File: config.mk
export PLATFORM = sky130hd
export DESIGN_NAME = lac_top
export DESIGN_NICKNAME = d
export VERILOG_FILES = /design/src/pkg/lac_pkg.sv /design/src/hw/lac_top.sv
export SDC_FILE = /design/constraint.sdc
export NUM_CORES = 1
export LEC_CHECK = 0
export ABC_AREA = 1
export BUFFER_PORTS_ARGS = -buffer_cell sky130_fd_sc_hd__buf_2
export CAP_MARGIN = 20
export CORE_MARGIN = 2
export CORE_UTILIZATION = 60
export CTS_CLUSTER_SIZE = 14
export DETAILED_ROUTE_END_ITERATION = 6
export GPL_ROUTABILITY_DRIVEN = 1
export GPL_TIMING_DRIVEN = 0
export PLACE_DENSITY_LB_ADDON = 0.15
export SLEW_MARGIN = 20
export SYNTH_ARGS = -nofsm -noshare
export SYNTH_HDL_FRONTEND = slang
export SYNTH_SLANG_ARGS = --single-unit
export TNS_END_PERCENT = 5
File: constraint.sdc
create_clock -name clock -period 8.7 [get_ports clock]
set_input_delay 1.74 -clock clock [delete_from_list [all_inputs] [get_ports clock]]
set_output_delay 1.74 -clock clock [all_outputs]
set_load 0.01 [all_outputs]
File: src/pkg/lac_pkg.sv
// Constants, register map and types for the link aggregation control block
package lac_pkg;
    localparam int NUM_PORTS = 4;
    localparam int PORT_W = 2;
    localparam int ADDR_W = 8;
    // Register byte offsets
    localparam logic [7:0] REG_CTRL = 8'h00;
    localparam logic [7:0] REG_SYS_PRIO = 8'h04;
    localparam logic [7:0] REG_SYS_MAC_LO = 8'h08;
    localparam logic [7:0] REG_SYS_MAC_HI = 8'h0C;
    localparam logic [7:0] REG_ADMIN_KEY = 8'h10;
    localparam logic [7:0] REG_AGG_ID = 8'h14;
    localparam logic [7:0] REG_PORT_PRIO = 8'h18;
    localparam logic [7:0] REG_PORT_STATUS = 8'h1C;
    localparam logic [7:0] REG_INT_STATUS = 8'h20;
    localparam logic [7:0] REG_INT_MASK = 8'h24;
    localparam logic [7:0] REG_SYS_ID_LO = 8'h28;
    localparam logic [7:0] REG_SYS_ID_HI = 8'h2C;
    localparam logic [7:0] REG_PORT_INFO = 8'h30;
    // Control field positions
    localparam int CTRL_MODE_LSB = 0;
    localparam int CTRL_HASH_LSB = 2;
    localparam int CTRL_BUNDLE = 5;
    localparam int CTRL_LOOP = 6;
    localparam int CTRL_ALS = 7;
    // Interrupt bits
    localparam int INT_W = 3;
    localparam int INT_ATTACH = 0;
    localparam int INT_FAIL = 1;
    localparam int INT_REJECT = 2;
    // Bundling modes
    localparam logic [1:0] MODE_ON = 2'h0;
    localparam logic [1:0] MODE_ACTIVE = 2'h1;
    localparam logic [1:0] MODE_PASSIVE = 2'h2;
    // Distribution hash codes
    localparam logic [2:0] HASH_SRC_MAC_VLAN_INPORT = 3'h0;
    localparam logic [2:0] HASH_DST_MAC_VLAN_INPORT = 3'h1;
    localparam logic [2:0] HASH_BOTH_MAC_VLAN_INPORT = 3'h2;
    localparam logic [2:0] HASH_SRC_IP_L4 = 3'h3;
    localparam logic [2:0] HASH_DST_IP_L4 = 3'h4;
    localparam logic [2:0] HASH_BOTH_IP_L4 = 3'h5;
    // Reset values
    localparam logic [15:0] RST_SYS_PRIO = 16'h8000;
    localparam logic [15:0] RST_ADMIN_KEY = 16'h0001;
    localparam logic [15:0] RST_AGG_ID = 16'h0001;
    localparam logic [7:0] RST_PORT_PRIO = 8'h80;
    localparam logic [15:0] INDIV_KEY_BASE = 16'h8000;
    // Periodic control frame interval
    localparam int PERIOD_US = 1000000;
    localparam int CLK_MHZ = 250;
    localparam int PERIOD_CYCLES = PERIOD_US * CLK_MHZ;
    localparam int TMR_W = 28;
    typedef enum logic [1:0] {PS_DOWN, PS_WAIT, PS_ATTACHED, PS_FORWARD} lac_port_state_type;
endpackage

File: src/hw/lac_top.sv
// Link aggregation control: membership negotiation, identifiers and frame distribution
//
// Functional notes
// - On mode: member ports send no control frames and ignore received ones.
// - Active mode: each port sends control frames at a fixed periodic interval.
// - Passive mode: port stays silent until a partner control frame arrives.
// - In active or passive mode, link joins group only when link is up and partner agrees; on mode joins without a partner.
// - Ports attach or detach following the partner's exchanged aggregation state.
// - In active or passive mode, forwarding is enabled only after the partner reports synchronized; on mode forwards at once.
// - System identifier is priority concatenated with a global individual MAC.
// - Port identifier is port priority concatenated with unique port number.
// - Each port has admin key and an operational key from its aggregatability.
// - Aggregator carries a configured integer identifier readable by software.
// - Six selectable unicast hashes over MAC/VLAN/inport or IP/L4 fields.
// - Configured hash only for learned unicast; otherwise both-IP-L4 hash.
// - A failed member is dropped; traffic continues on remaining members.
// - No hot-standby state and no marker frame generator are provided.
// - Loopback or laser shutdown requests on a bundled group are rejected.
//
// Strobed register access and the placing of the registers were decided locally.
`timescale 1ns/100ps
`default_nettype none
module lac_top #(
    parameter int PERIOD_CYCLES = lac_pkg::PERIOD_CYCLES
) (
    input wire logic clock,
    input wire logic arst_n,
    input wire logic [7:0] addr,
    input wire logic [31:0] wdata,
    input wire logic wr,
    input wire logic rd,
    output logic [31:0] rdata,
    input wire logic [3:0] link_up_pin,
    input wire logic [3:0] rx_pdu_valid,
    input wire logic [3:0] rx_partner_agg,
    input wire logic [3:0] rx_partner_sync,
    output logic [3:0] tx_pdu_req,
    output logic [3:0] tx_actor_sync,
    output logic [3:0] fwd_enable,
    input wire logic frm_valid,
    input wire logic frm_unicast,
    input wire logic frm_da_learned,
    input wire logic [47:0] frm_src_mac,
    input wire logic [47:0] frm_dst_mac,
    input wire logic [11:0] frm_vlan,
    input wire logic [3:0] frm_inport,
    input wire logic [31:0] frm_src_ip,
    input wire logic [31:0] frm_dst_ip,
    input wire logic [15:0] frm_src_l4,
    input wire logic [15:0] frm_dst_l4,
    output logic egr_valid,
    output logic [1:0] egr_port,
    output logic egr_drop,
    output logic irq
);
    typedef struct packed {
        logic [1:0] mode;
        logic [2:0] hash;
        logic bundle_en;
        logic loop_en;
        logic als_en;
        logic [15:0] sys_prio;
        logic [47:0] sys_mac;
        logic [15:0] admin_key;
        logic [15:0] agg_id;
        logic [3:0][7:0] port_prio;
        logic [2:0] int_status;
        logic [2:0] int_mask;
        logic [31:0] rdata;
        logic irq;
        logic [3:0] link_s1;
        logic [3:0] link_s2;
        lac_pkg::lac_port_state_type [3:0] ps;
        logic [3:0] partner_seen;
        logic [27:0] tmr;
        logic tick;
        logic [3:0] tx_req;
        logic [3:0] fwd;
        logic egr_valid;
        logic [1:0] egr_port;
        logic egr_drop;
    } lac_state_type;

    lac_state_type s;
    lac_state_type next_s;
    logic [63:0] sys_id;
    logic [3:0][15:0] oper_key;
    logic [3:0][15:0] port_id;
    logic [63:0] hkey;
    logic [2:0] hsel;
    logic [1:0] hval;
    logic [1:0] idx;
    logic found;
    logic [1:0] pick;
    logic [2:0] ev;
    logic req_b;
    logic req_l;
    logic req_a;

    function automatic logic [1:0] lac_fold(input logic [63:0] v);
        logic [1:0] f;
        f = 2'h0;
        for (int i = 0; i < 32; i++) begin
            f = f ^ v[2*i +: 2];
        end
        return f;
    endfunction

    // Group identity is fixed to a globally administered individual address
    assign sys_id = {s.sys_prio, s.sys_mac[47:42], 2'h0, s.sys_mac[39:0]};

    always_comb begin
        for (int i = 0; i < 4; i++) begin
            port_id[i] = {s.port_prio[i], 8'(i + 1)};
            // A port that cannot aggregate gets its own key so it stays individual
            oper_key[i] = (s.bundle_en && s.link_s2[i]) ? s.admin_key : (lac_pkg::INDIV_KEY_BASE | 16'(i));
        end
    end

    // Non-learned or non-unicast traffic falls back to the both-IP hash
    assign hsel = (frm_unicast && frm_da_learned) ? s.hash : lac_pkg::HASH_BOTH_IP_L4;

    always_comb begin
        unique case (hsel)
            lac_pkg::HASH_SRC_MAC_VLAN_INPORT: hkey = {frm_src_mac, frm_vlan, frm_inport};
            lac_pkg::HASH_DST_MAC_VLAN_INPORT: hkey = {frm_dst_mac, frm_vlan, frm_inport};
            lac_pkg::HASH_BOTH_MAC_VLAN_INPORT: hkey = {frm_src_mac ^ frm_dst_mac, frm_vlan, frm_inport};
            lac_pkg::HASH_SRC_IP_L4: hkey = {frm_src_ip, frm_src_l4, 16'h0000};
            lac_pkg::HASH_DST_IP_L4: hkey = {frm_dst_ip, frm_dst_l4, 16'h0000};
            default: hkey = {frm_src_ip ^ frm_dst_ip, frm_src_l4, frm_dst_l4};
        endcase
    end

    assign hval = lac_fold(hkey);

    // Walk from the hashed slot to the next live member; stable while membership holds
    always_comb begin
        found = 1'b0;
        pick = 2'h0;
        idx = 2'h0;
        for (int k = 0; k < 4; k++) begin
            idx = 2'(hval + 2'(k));
            if (!found && s.fwd[idx]) begin
                found = 1'b1;
                pick = idx;
            end
        end
    end

    assign req_b = wdata[lac_pkg::CTRL_BUNDLE];
    assign req_l = wdata[lac_pkg::CTRL_LOOP];
    assign req_a = wdata[lac_pkg::CTRL_ALS];

    always_comb begin
        next_s = s;
        ev = 3'h0;
        next_s.link_s1 = link_up_pin;
        next_s.link_s2 = s.link_s1;

        // Periodic tick shared by all ports
        next_s.tick = 1'b0;
        if (s.tmr == 28'(PERIOD_CYCLES - 1)) begin
            next_s.tmr = 28'h0000000;
            next_s.tick = 1'b1;
        end else begin
            next_s.tmr = s.tmr + 28'h0000001;
        end

        // Hot standby is deliberately absent: a member forwards or is out
        for (int i = 0; i < 4; i++) begin
            next_s.tx_req[i] = 1'b0;
            if (!s.link_s2[i] || !s.bundle_en) begin
                if (s.ps[i] == lac_pkg::PS_ATTACHED || s.ps[i] == lac_pkg::PS_FORWARD) begin
                    ev[lac_pkg::INT_FAIL] = 1'b1;
                end
                next_s.ps[i] = lac_pkg::PS_DOWN;
                next_s.partner_seen[i] = 1'b0;
            end else if (s.mode != lac_pkg::MODE_ACTIVE && s.mode != lac_pkg::MODE_PASSIVE) begin
                // Static bundle: frames from the partner are not acted upon
                if (s.ps[i] != lac_pkg::PS_FORWARD) begin
                    ev[lac_pkg::INT_ATTACH] = 1'b1;
                end
                next_s.ps[i] = lac_pkg::PS_FORWARD;
                next_s.partner_seen[i] = 1'b0;
            end else begin
                if (rx_pdu_valid[i]) begin
                    next_s.partner_seen[i] = 1'b1;
                end
                unique case (s.ps[i])
                    lac_pkg::PS_DOWN: begin
                        next_s.ps[i] = lac_pkg::PS_WAIT;
                    end
                    lac_pkg::PS_WAIT: begin
                        if (rx_pdu_valid[i] && rx_partner_agg[i]) begin
                            next_s.ps[i] = lac_pkg::PS_ATTACHED;
                            ev[lac_pkg::INT_ATTACH] = 1'b1;
                        end
                    end
                    lac_pkg::PS_ATTACHED: begin
                        if (rx_pdu_valid[i] && !rx_partner_agg[i]) begin
                            next_s.ps[i] = lac_pkg::PS_WAIT;
                        end else if (rx_pdu_valid[i] && rx_partner_sync[i]) begin
                            next_s.ps[i] = lac_pkg::PS_FORWARD;
                        end
                    end
                    lac_pkg::PS_FORWARD: begin
                        if (rx_pdu_valid[i] && !rx_partner_agg[i]) begin
                            next_s.ps[i] = lac_pkg::PS_WAIT;
                        end else if (rx_pdu_valid[i] && !rx_partner_sync[i]) begin
                            next_s.ps[i] = lac_pkg::PS_ATTACHED;
                        end
                    end
                endcase
                // Only periodic frames; no marker frames are ever generated
                if (s.tick && (s.mode == lac_pkg::MODE_ACTIVE || s.partner_seen[i])) begin
                    next_s.tx_req[i] = 1'b1;
                end
            end
            next_s.fwd[i] = (next_s.ps[i] == lac_pkg::PS_FORWARD);
        end

        // Distribution result registered one cycle after the header
        next_s.egr_valid = frm_valid;
        next_s.egr_port = frm_valid ? pick : 2'h0;
        next_s.egr_drop = frm_valid && !found;

        // Register writes
        if (wr) begin
            unique case (addr)
                lac_pkg::REG_CTRL: begin
                    next_s.mode = wdata[lac_pkg::CTRL_MODE_LSB +: 2];
                    next_s.hash = wdata[lac_pkg::CTRL_HASH_LSB +: 3];
                    next_s.bundle_en = req_b;
                    if (req_b && (req_l || req_a)) begin
                        // The bundle wins; the conflicting test modes are dropped
                        next_s.loop_en = 1'b0;
                        next_s.als_en = 1'b0;
                        ev[lac_pkg::INT_REJECT] = 1'b1;
                    end else begin
                        next_s.loop_en = req_l;
                        next_s.als_en = req_a;
                    end
                end
                lac_pkg::REG_SYS_PRIO: next_s.sys_prio = wdata[15:0];
                lac_pkg::REG_SYS_MAC_LO: next_s.sys_mac[31:0] = wdata;
                lac_pkg::REG_SYS_MAC_HI: next_s.sys_mac[47:32] = wdata[15:0];
                lac_pkg::REG_ADMIN_KEY: next_s.admin_key = wdata[15:0];
                lac_pkg::REG_AGG_ID: next_s.agg_id = wdata[15:0];
                lac_pkg::REG_PORT_PRIO: next_s.port_prio = wdata;
                lac_pkg::REG_INT_MASK: next_s.int_mask = wdata[2:0];
                lac_pkg::REG_INT_STATUS: next_s.int_status = s.int_status & ~wdata[2:0];
                default: begin
                end
            endcase
        end
        // New events win over a clear in the same cycle
        next_s.int_status = next_s.int_status | ev;
        // Mask taken from the next value too, so the line follows status and mask with no lag
        next_s.irq = |(next_s.int_status & next_s.int_mask);

        // Register reads, data valid in the following cycle only
        next_s.rdata = 32'h00000000;
        if (rd) begin
            unique case (addr)
                lac_pkg::REG_CTRL: next_s.rdata = {24'h000000, s.als_en, s.loop_en, s.bundle_en, s.hash, s.mode};
                lac_pkg::REG_SYS_PRIO: next_s.rdata = {16'h0000, s.sys_prio};
                lac_pkg::REG_SYS_MAC_LO: next_s.rdata = s.sys_mac[31:0];
                lac_pkg::REG_SYS_MAC_HI: next_s.rdata = {16'h0000, s.sys_mac[47:32]};
                lac_pkg::REG_ADMIN_KEY: next_s.rdata = {16'h0000, s.admin_key};
                lac_pkg::REG_AGG_ID: next_s.rdata = {16'h0000, s.agg_id};
                lac_pkg::REG_PORT_PRIO: next_s.rdata = s.port_prio;
                lac_pkg::REG_PORT_STATUS: next_s.rdata = {16'h0000, s.partner_seen, s.fwd, s.ps};
                lac_pkg::REG_INT_STATUS: next_s.rdata = {29'h00000000, s.int_status};
                lac_pkg::REG_INT_MASK: next_s.rdata = {29'h00000000, s.int_mask};
                lac_pkg::REG_SYS_ID_LO: next_s.rdata = sys_id[31:0];
                lac_pkg::REG_SYS_ID_HI: next_s.rdata = sys_id[63:32];
                lac_pkg::REG_PORT_INFO: next_s.rdata = {port_id[0], oper_key[0]};
                8'h34: next_s.rdata = {port_id[1], oper_key[1]};
                8'h38: next_s.rdata = {port_id[2], oper_key[2]};
                8'h3C: next_s.rdata = {port_id[3], oper_key[3]};
                default: next_s.rdata = 32'h00000000;
            endcase
        end
    end

    always_ff @(posedge clock or negedge arst_n) begin
        if (!arst_n) begin
            s <= '0;
            s.sys_prio <= lac_pkg::RST_SYS_PRIO;
            s.admin_key <= lac_pkg::RST_ADMIN_KEY;
            s.agg_id <= lac_pkg::RST_AGG_ID;
            s.port_prio <= {4{lac_pkg::RST_PORT_PRIO}};
            s.ps <= {4{lac_pkg::PS_DOWN}};
        end else begin
            s <= next_s;
        end
    end

    assign rdata = s.rdata;
    assign tx_pdu_req = s.tx_req;
    assign tx_actor_sync = s.fwd;
    assign fwd_enable = s.fwd;
    assign egr_valid = s.egr_valid;
    assign egr_port = s.egr_port;
    assign egr_drop = s.egr_drop;
    assign irq = s.irq;
endmodule
`default_nettype wire

==> flow_metrics.py, run 1 <==
metrics = {
    "place": {
        "dp_hpwl_um": 42000,
        "gp_congestion": 1.00,
        "dpl_cell_area_mm2": 0.0171,
        "io_buffers": 317,
    },
    "worst_setup_path": {
        "crit-reg2reg-launch": "s[233]$_DFFE_PN0P_",
        "cp_max_fo": 10,
        "slowest_stage": "nor2_1",
        "reg2regPathDepth": 28,
        "r2r_end": "egr_port[0]$_DFF_PN0_",
        "path_common_cell": "nor2_1",
        "cp.arrival_ns": 5.02,
        "crit_chain": "buf_2 -> nor3_1 -> nand2_1 -> nor2_1 -> inv_1 -> nor2_1 -> inv_1 -> o21ai_0 -> nor3_1 -> nand2_1 -> clkbuf_1 -> a2111oi_0 -> nor2_1",
        "cp-start-kind": "input pin",
        "worstPathRequired_ns": 9.16,
        "endpoint_kind": "register",
        "crit_path_start": "addr[1]",
        "cpPeakStageDelay_ns": 0.76,
        "path_class": "input pin to register",
        "r2r_slack_ns": 4.92,
    },
    "drt": {
        "num_vias": 17000,
        "drt-total-wl_um": 55800,
        "drc": 0,
        "detail-route-antenna-nets": 0,
        "avgViaCountPerCell": 5.89,
        "drt_iter0_drc": 2051,
        "wl_per_cell_um": 19.3,
        "firstDrtPassIters": 7,
    },
    "logic_synthesis": {
        "ys_ff_latch": 236,
        "syn_area_per_cell_um2": 6.87,
        "yosysSeqAreaShare_pct": 39.3,
        "ys.flop_type": "dfrtp_1",
        "synth_fp_nets": 2467,
        "syn_inst": 2194,
        "syn_area_mm2": 0.0151,
        "synth_edf_count": 0,
        "yosysTopAreaCell": "dfrtp_1",
        "async_flop_share_pct": 100,
        "synth.distinct_cells": 51,
        "synth_area_leaders": "dfrtp_1, nand2_1, o21ai_0",
        "synth_top_area_share_pct": 38.0,
        "yosys_warnings": 0,
    },
    "timing": {
        "rsz0062_at_grt": "no",
        "fmax_mhz": 219,
        "setup_viol": 0,
        "maxSlewViolCount": 0,
        "hold_viol_final": 0,
        "worstMarginPinSlew_ns": 0.992,
        "slew_headroom_pct": 33.8,
        "fin_skew_ns": 0.0219,
        "min_period_ns": 4.56,
        "worst_hold_slack_ns": 0.352,
        "period_share_pct": 52.4,
        "final.setup.tns_ns": 0,
    },
    "global_route": {
        "grt_pass1_vias": 16300,
        "grt_usage_pct": 41.8,
        "overflow": 0,
        "grt_start_max_net_pins": 101,
        "antenna_found_initial": 9,
        "grt_pass1_wl_um": 85300,
    },
    "clock_tree": {
        "h-tree-depth": 1,
        "insertion_delay_ns": 0.55,
        "cts_buffers": 25,
        "cts_setup_buffers": 0,
        "clkTransAtPathRegs_ns": 0.06,
        "cts_tree": "yes",
        "numClockSinks": 236,
        "clk_path_buf_depth": 3,
        "cts.repair.resized": 0,
        "ctsHoldBuffers": 0,
        "cts_root_buf": "clkbuf_16",
    },
    "floorplan": {
        "initial_core_util_pct": 61.6,
        "io_pins": 320,
        "core_region_area_mm2": 0.0245,
        "dieHeight_um": 162,
        "die_x_um": 162,
        "num_rows": 57,
        "dieArea_mm2": 0.0264,
    },
    "run": {
        "max-cap-violations": 0,
    },
    "layout": {
        "stdcell_area_mm2": 0.0179,
        "syn_to_final_growth_pct": 19.1,
        "n_fill_cell": 1983,
        "multi_input_area_mm2": 0.00726,
        "drive_gt1_share_pct": 18.8,
        "seqCellArea_mm2": 0.00591,
        "layout.nets": 2814,
    },
    "min_path": {
        "hold_depth": 0,
        "min_to": "s[56]$_DFF_PN0_",
        "worst_hold_startpoint": "next_s[56]$_DFF_PN0_",
        "holdCritPathClass": "register to register",
    },
    "pwr": {
        "p_per_area_mw_per_mm2": 155,
        "ir_drop_uv": 187,
        "power.leakage_uw": 0.00952,
    },
    "run_status": {
        "status": "complete, no violations",
    },
}
## metal layers
| metal | routed length, um | track usage, % | up-vias |
|---|---|---|---|
| met1 | 21500 | 53.9 | 7862 |
| li1 | - | - | 7759 |
| met5 | 21 | 0 | - |
| met3 | 6870 | 11.7 | 244 |
| met2 | 24900 | 66.2 | 1170 |
| met4 | 2600 | 18.3 | 4 |
## flip-flops by register name, summed over array words and instances (netlist names)
| name | flops |
|---|---|
| egr_drop | 1 |
| port_id | 32 |
| s | 155 |
| egr_port | 2 |
| fwd_enable | 4 |
| irq | 1 |
| rdata | 32 |
| egr_valid | 1 |
| next_s | 4 |
| tx_pdu_req | 4 |
## where the power goes
part / internal, uW / leakage (uW) / switching (uW) / total [uW]
Clock: 582 / 0.000385 / 455 / 1040
Combinational: 198 / 0.00612 / 368 / 566
Sequential: 1150 / 0.00302 / 32.8 / 1180
Total: 1930 / 0.00952 / 855 / 2790
## critical path: cells and delay by family
kind / cells / cell delay, ns
buffers and inverters: 4 / 0.88
AND/OR/NAND/NOR: 7 / 1.92
AO/OA/AOI/OAI: 2 / 0.45
## area by class of cell
cell class	count	share of cell area (%)
diodes	8	0.112
plain buffers	124	4.33
clock buffers	39	4.06
clock inverters	7	0.356
inverters	297	6.23
multi-input cells	1537	40.5
flip-flops and latches	236	33.0
well taps	324	2.26
repair buffers	320	9.23
## Yosys cell counts (2+ instances only)
| master | instances |
|---|---|
| nor2_4 | 3 |
| o311ai_0 | 2 |
| a21oi_1 | 71 |
| nor2_2 | 5 |
| a221oi_1 | 12 |
| a211oi_1 | 3 |
| or4_1 | 2 |
| nand4_1 | 26 |
| a32o_1 | 2 |
| nor2_1 | 147 |
| o2111ai_1 | 7 |
| a2111oi_0 | 9 |
| a22o_1 | 2 |
| nand2_4 | 6 |
| nand3b_1 | 23 |
| clkinv_1 | 2 |
| buf_6 | 13 |
| a31oi_1 | 4 |
| buf_4 | 52 |
| o21ai_1 | 30 |
| nand2_1 | 677 |
| nand2_2 | 7 |
| nor3_1 | 11 |
| o22ai_1 | 19 |
| clkbuf_1 | 43 |
| o32ai_1 | 2 |
| xnor2_1 | 19 |
| o211ai_1 | 9 |
| nor4_1 | 6 |
| a41oi_1 | 7 |
| inv_2 | 8 |
| dfrtp_1 | 229 |
| o21ai_0 | 275 |
| nand3_1 | 124 |
| xor2_1 | 13 |
| ha_1 | 2 |
| buf_2 | 14 |
| o221ai_1 | 4 |
| dfstp_2 | 7 |
| inv_1 | 286 |
## cell usage in the layout (no fill, tap or decap), types with 8 or more instances in the layout
master / instances
xor2_1: 13
diode_2: 8
inv_1: 286
o211ai_1: 9
nand2_1: 677
buf_6: 13
nand3b_1: 23
nor3_1: 11
clkbuf_16: 25
dfrtp_1: 229
nand4_1: 26
a221oi_1: 12
buf_4: 52
nand3_1: 124
buf_2: 331
o22ai_1: 19
a21oi_1: 71
o21ai_0: 275
nor2_1: 147
clkbuf_1: 52
xnor2_1: 19
o21ai_1: 30
a2111oi_0: 9
inv_2: 8
## worst max-delay path by stage
stage	endpoint	cells after the start
after floorplan	egr_port[0]$_DFF_PN0_	29
after global placement	s[26]$_DFF_PN0_	1
after detailed placement	rdata[12]$_DFF_PN0_	13
after CTS	egr_port[0]$_DFF_PN0_	30
after global routing	egr_port[1]$_DFF_PN0_	30
final	rdata[12]$_DFF_PN0_	13
## through the flow
step                total power, uW  utilization [%]  worst slack (ns)  cells
finish                         2790             73.4              4.14   2892
global route                   2900             73.3              4.01   2890
CTS                            2770             73.3              4.37   2884
detailed placement             1750             70.0              3.85   2838
global placement               1730             69.7              1.97   2835
floorplan                      1530                -              4.66   2194
## cells by family after synthesis
| group | synth area share, % |
|---|---|
| simple gates | 29.2 |
| compound gates | 17.0 |
| buf+inv | 12.6 |
| flops | 39.3 |
| xor+xnor | 1.86 |
| fa+ha+maj | 0.166 |
No activity file was read; power rests on OpenSTA's default activity.
==> inputs of run 2 (changes only) <==
ABC_AREA = 0   (was 1)
CORE_UTILIZATION = 55   (was 60)
clock period = 4.2 ns   (was 8.7 ns; I/O delays follow)
==> flow_metrics.py, run 2 <==
metrics = {
    "logic_synthesis": {
        "synth_edf_count": 0,
        "yosysTopAreaCell": "dfrtp_1",
        "ys_ff_latch": 236,
        "syn_area_mm2": 0.0144,
        "ys_top_cells_by_count": "dfrtp_1, mux2_2, nand2_1",
        "synth_top_area_share_pct": 39.8,
        "synth.distinct_cells": 84,
        "syn_area_per_cell_um2": 9.81,
        "synthXorXnorAreaFrac_pct": 6.41,
        "synth_mux_area_share_pct": 11.4,
        "synth_compound_area_share_pct": 19.9,
        "ys.flop_type": "dfrtp_1",
        "synthSimpleGateAreaFrac_pct": 15.0,
        "yosysSeqAreaShare_pct": 41.1,
        "syn_inst": 1467,
        "synth_fp_nets": 1740,
        "synth_fa_ha_area_share_pct": 0.174,
        "synth_area_leaders": "dfrtp_1, mux2_2, nand2_1",
        "async_flop_share_pct": 100,
        "synth_top_family_by_area": "compound AO/OA/AOI/OAI gates",
        "synth_most_common_cell": "dfrtp_1",
        "yosys_warnings": 0,
    },
    "floorplan": {
        "initial_core_util_pct": 55.7,
        "dieHeight_um": 166,
        "num_rows": 59,
        "dieArea_mm2": 0.0275,
        "die_x_um": 166,
        "core_region_area_mm2": 0.0258,
        "io_pins": 320,
    },
    "clock_tree": {
        "clk_path_buf_depth": 3,
        "h-tree-depth": 1,
        "numClockSinks": 236,
        "cts_tree": "yes",
        "clkTransAtPathRegs_ns": 0.06,
        "cts_root_buf": "clkbuf_16",
        "cts_buffers": 25,
        "ctsHoldBuffers": 0,
        "insertion_delay_ns": 0.54,
        "cts_setup_buffers": 0,
    },
    "pwr": {
        "clkPwrFrac_pct": 37.5,
        "pwr-share-seq_pct": 42.7,
        "p_switching_uw": 1580,
        "p_per_area_mw_per_mm2": 327,
        "ir_drop_uv": 356,
        "p_int_uw": 4070,
        "power.leakage_uw": 0.00796,
        "p_sw_share_pct": 27.9,
        "combPwrFrac_pct": 19.7,
    },
    "drt": {
        "avgViaCountPerCell": 6.48,
        "num_vias": 14100,
        "drt_iter0_drc": 1628,
        "drt-total-wl_um": 51100,
        "wl_per_cell_um": 23.5,
        "detail-route-antenna-nets": 0,
        "firstDrtPassIters": 7,
        "drc": 0,
    },
    "timing": {
        "setup_viol": 0,
        "worst_hold_slack_ns": 0.179,
        "worstMarginPinSlew_ns": 1.01,
        "fmax_mhz": 246,
        "fin_skew_ns": 0.0179,
        "min_period_ns": 4.07,
        "maxSlewViolCount": 0,
        "slew_headroom_pct": 31.8,
        "worst_slack_ns": 0.134,
        "period_share_pct": 96.8,
        "rsz0062_at_grt": "no",
        "hold_viol_final": 0,
    },
    "layout": {
        "layout_commonest_cell": "buf_2",
        "utilization_pct": 66.8,
        "multi_input_area_mm2": 0.00763,
        "final_cell_mix": "buf_2, dfrtp_1, mux2_2",
        "syn_to_final_growth_pct": 20.0,
        "largest_reg_flops": 155,
        "stdcell_count": 2172,
        "seqCellArea_mm2": 0.00591,
        "regMostFlops": "s",
        "n_fill_cell": 2204,
        "layout.nets": 2082,
        "drive_gt1_share_pct": 33.1,
    },
    "place": {
        "io_buffers": 312,
        "placedCellCount": 2117,
        "dpl_worst_slack_ns": -0.0899,
        "dp_hpwl_um": 38100,
        "gp_congestion": 1.01,
    },
    "global_route": {
        "grt_pass1_wl_um": 78300,
        "antenna_found_initial": 8,
        "grt_usage_pct": 35.9,
        "grt_pass1_vias": 13600,
        "grt_start_max_net_pins": 103,
        "overflow": 0,
    },
    "min_path": {
        "holdCritPathClass": "input pin to async pin",
    },
    "worst_setup_path": {
        "worstPathRequired_ns": 4.63,
        "cp-start-kind": "register",
        "cp.arrival_ns": 4.50,
        "cp_max_fo": 10,
        "path_class": "register to register",
        "endpoint_kind": "register",
    },
    "run": {
        "max-cap-violations": 0,
    },
    "run_status": {
        "status": "complete, no violations",
    },
}
[run 2: cell count changes after synthesis, sizes merged, moves of 60 or more]
cell	before	now
nand3	126	66
inv	295	12
mux2	0	141
nor2	155	85
nand2	691	131
o21ai	306	75
[run 2: cells by family after synthesis]
group,Yosys count
XOR/XNOR,95
AO/OA/AOI/OAI,399
AND/OR/NAND/NOR,438
flip-flops,236
multiplexers,146
adder cells (fa/ha/maj),2
buffers and inverters,151
[run 2: metal layers]
metal,wire length [um],vias up,GRT usage (%),part of all wire [%]
met5,0,-,0,0
met4,2210,0,15.2,4.3
met3,5280,158,7.48,10
met2,23300,902,56.1,46
met1,20300,6891,49.0,40
li1,-,6130,-,-
[run 2: area by class of cell]
cell class | count | area share [%]
clock buffer | 37 | 4.06
sequential | 236 | 34.3
clock inverter | 9 | 0.493
tap | 335 | 2.43
inverter | 12 | 0.261
buffer | 139 | 4.72
multi-input combinational | 1080 | 44.2
antenna | 9 | 0.130
timing repair buffer | 315 | 9.45
[run 2: worst max-delay path: stages, from the launching register on]
cell and delay (ns):
dfrtp_1 0.42, buf_6 0.17, o21a_1 0.30, nor2_2 0.38, buf_2 0.33, buf_2 0.38, nand3_1 0.12, a221o_1 0.31
nand3_1 0.09, o211ai_1 0.12, xor2_1 0.18, xnor2_1 0.30, xnor3_1 0.36, mux2i_1 0.22, nand2_1 0.06, and4_1 0.21
[run 2: power groups by stage]
stage	Clock (uW)	Combinational [uW]	Sequential, uW
floorplan	0	660	2430
global placement	0	1060	2450
detailed placement	0	1090	2450
CTS	2140	1100	2410
global route	2230	1190	2420
finish	2120	1120	2410
[run 2: final timing paths]
check,end,slack (ns),from,depth (start not counted)
max reg2reg,egr_port[0]$_DFF_PN0_,0.13,s[232]$_DFFE_PN0P_,15
max in group asynchronous,s[148]$_DFFE_PN1P_,3.21,arst_n,2
min reg2reg,s[55]$_DFF_PN0_,0.35,next_s[55]$_DFF_PN0_,0
max,egr_port[0]$_DFF_PN0_,0.13,s[232]$_DFFE_PN0P_,15
min in group clock,s[55]$_DFF_PN0_,0.35,next_s[55]$_DFF_PN0_,0
min,rdata[20]$_DFF_PN0_,0.18,arst_n,1
[run 2: through the flow]
stage / area, um2 / power (uW) / TNS, ns
final: 17300 / 5650 / 0
after floorplan: 14400 / 3090 / 0
after global routing: 17300 / 5840 / 0
after detailed placement: 16400 / 3540 / -0.129
after global placement: 16400 / 3510 / -390.60
after CTS: 17200 / 5640 / 0
[run 2: repair_timing]
item / 4_1_cts / 5_1_grt
endpoints found under the setup margin: 0 / 2
gates resized for setup: 0 / 2
hold endpoints to repair: 0 / 0
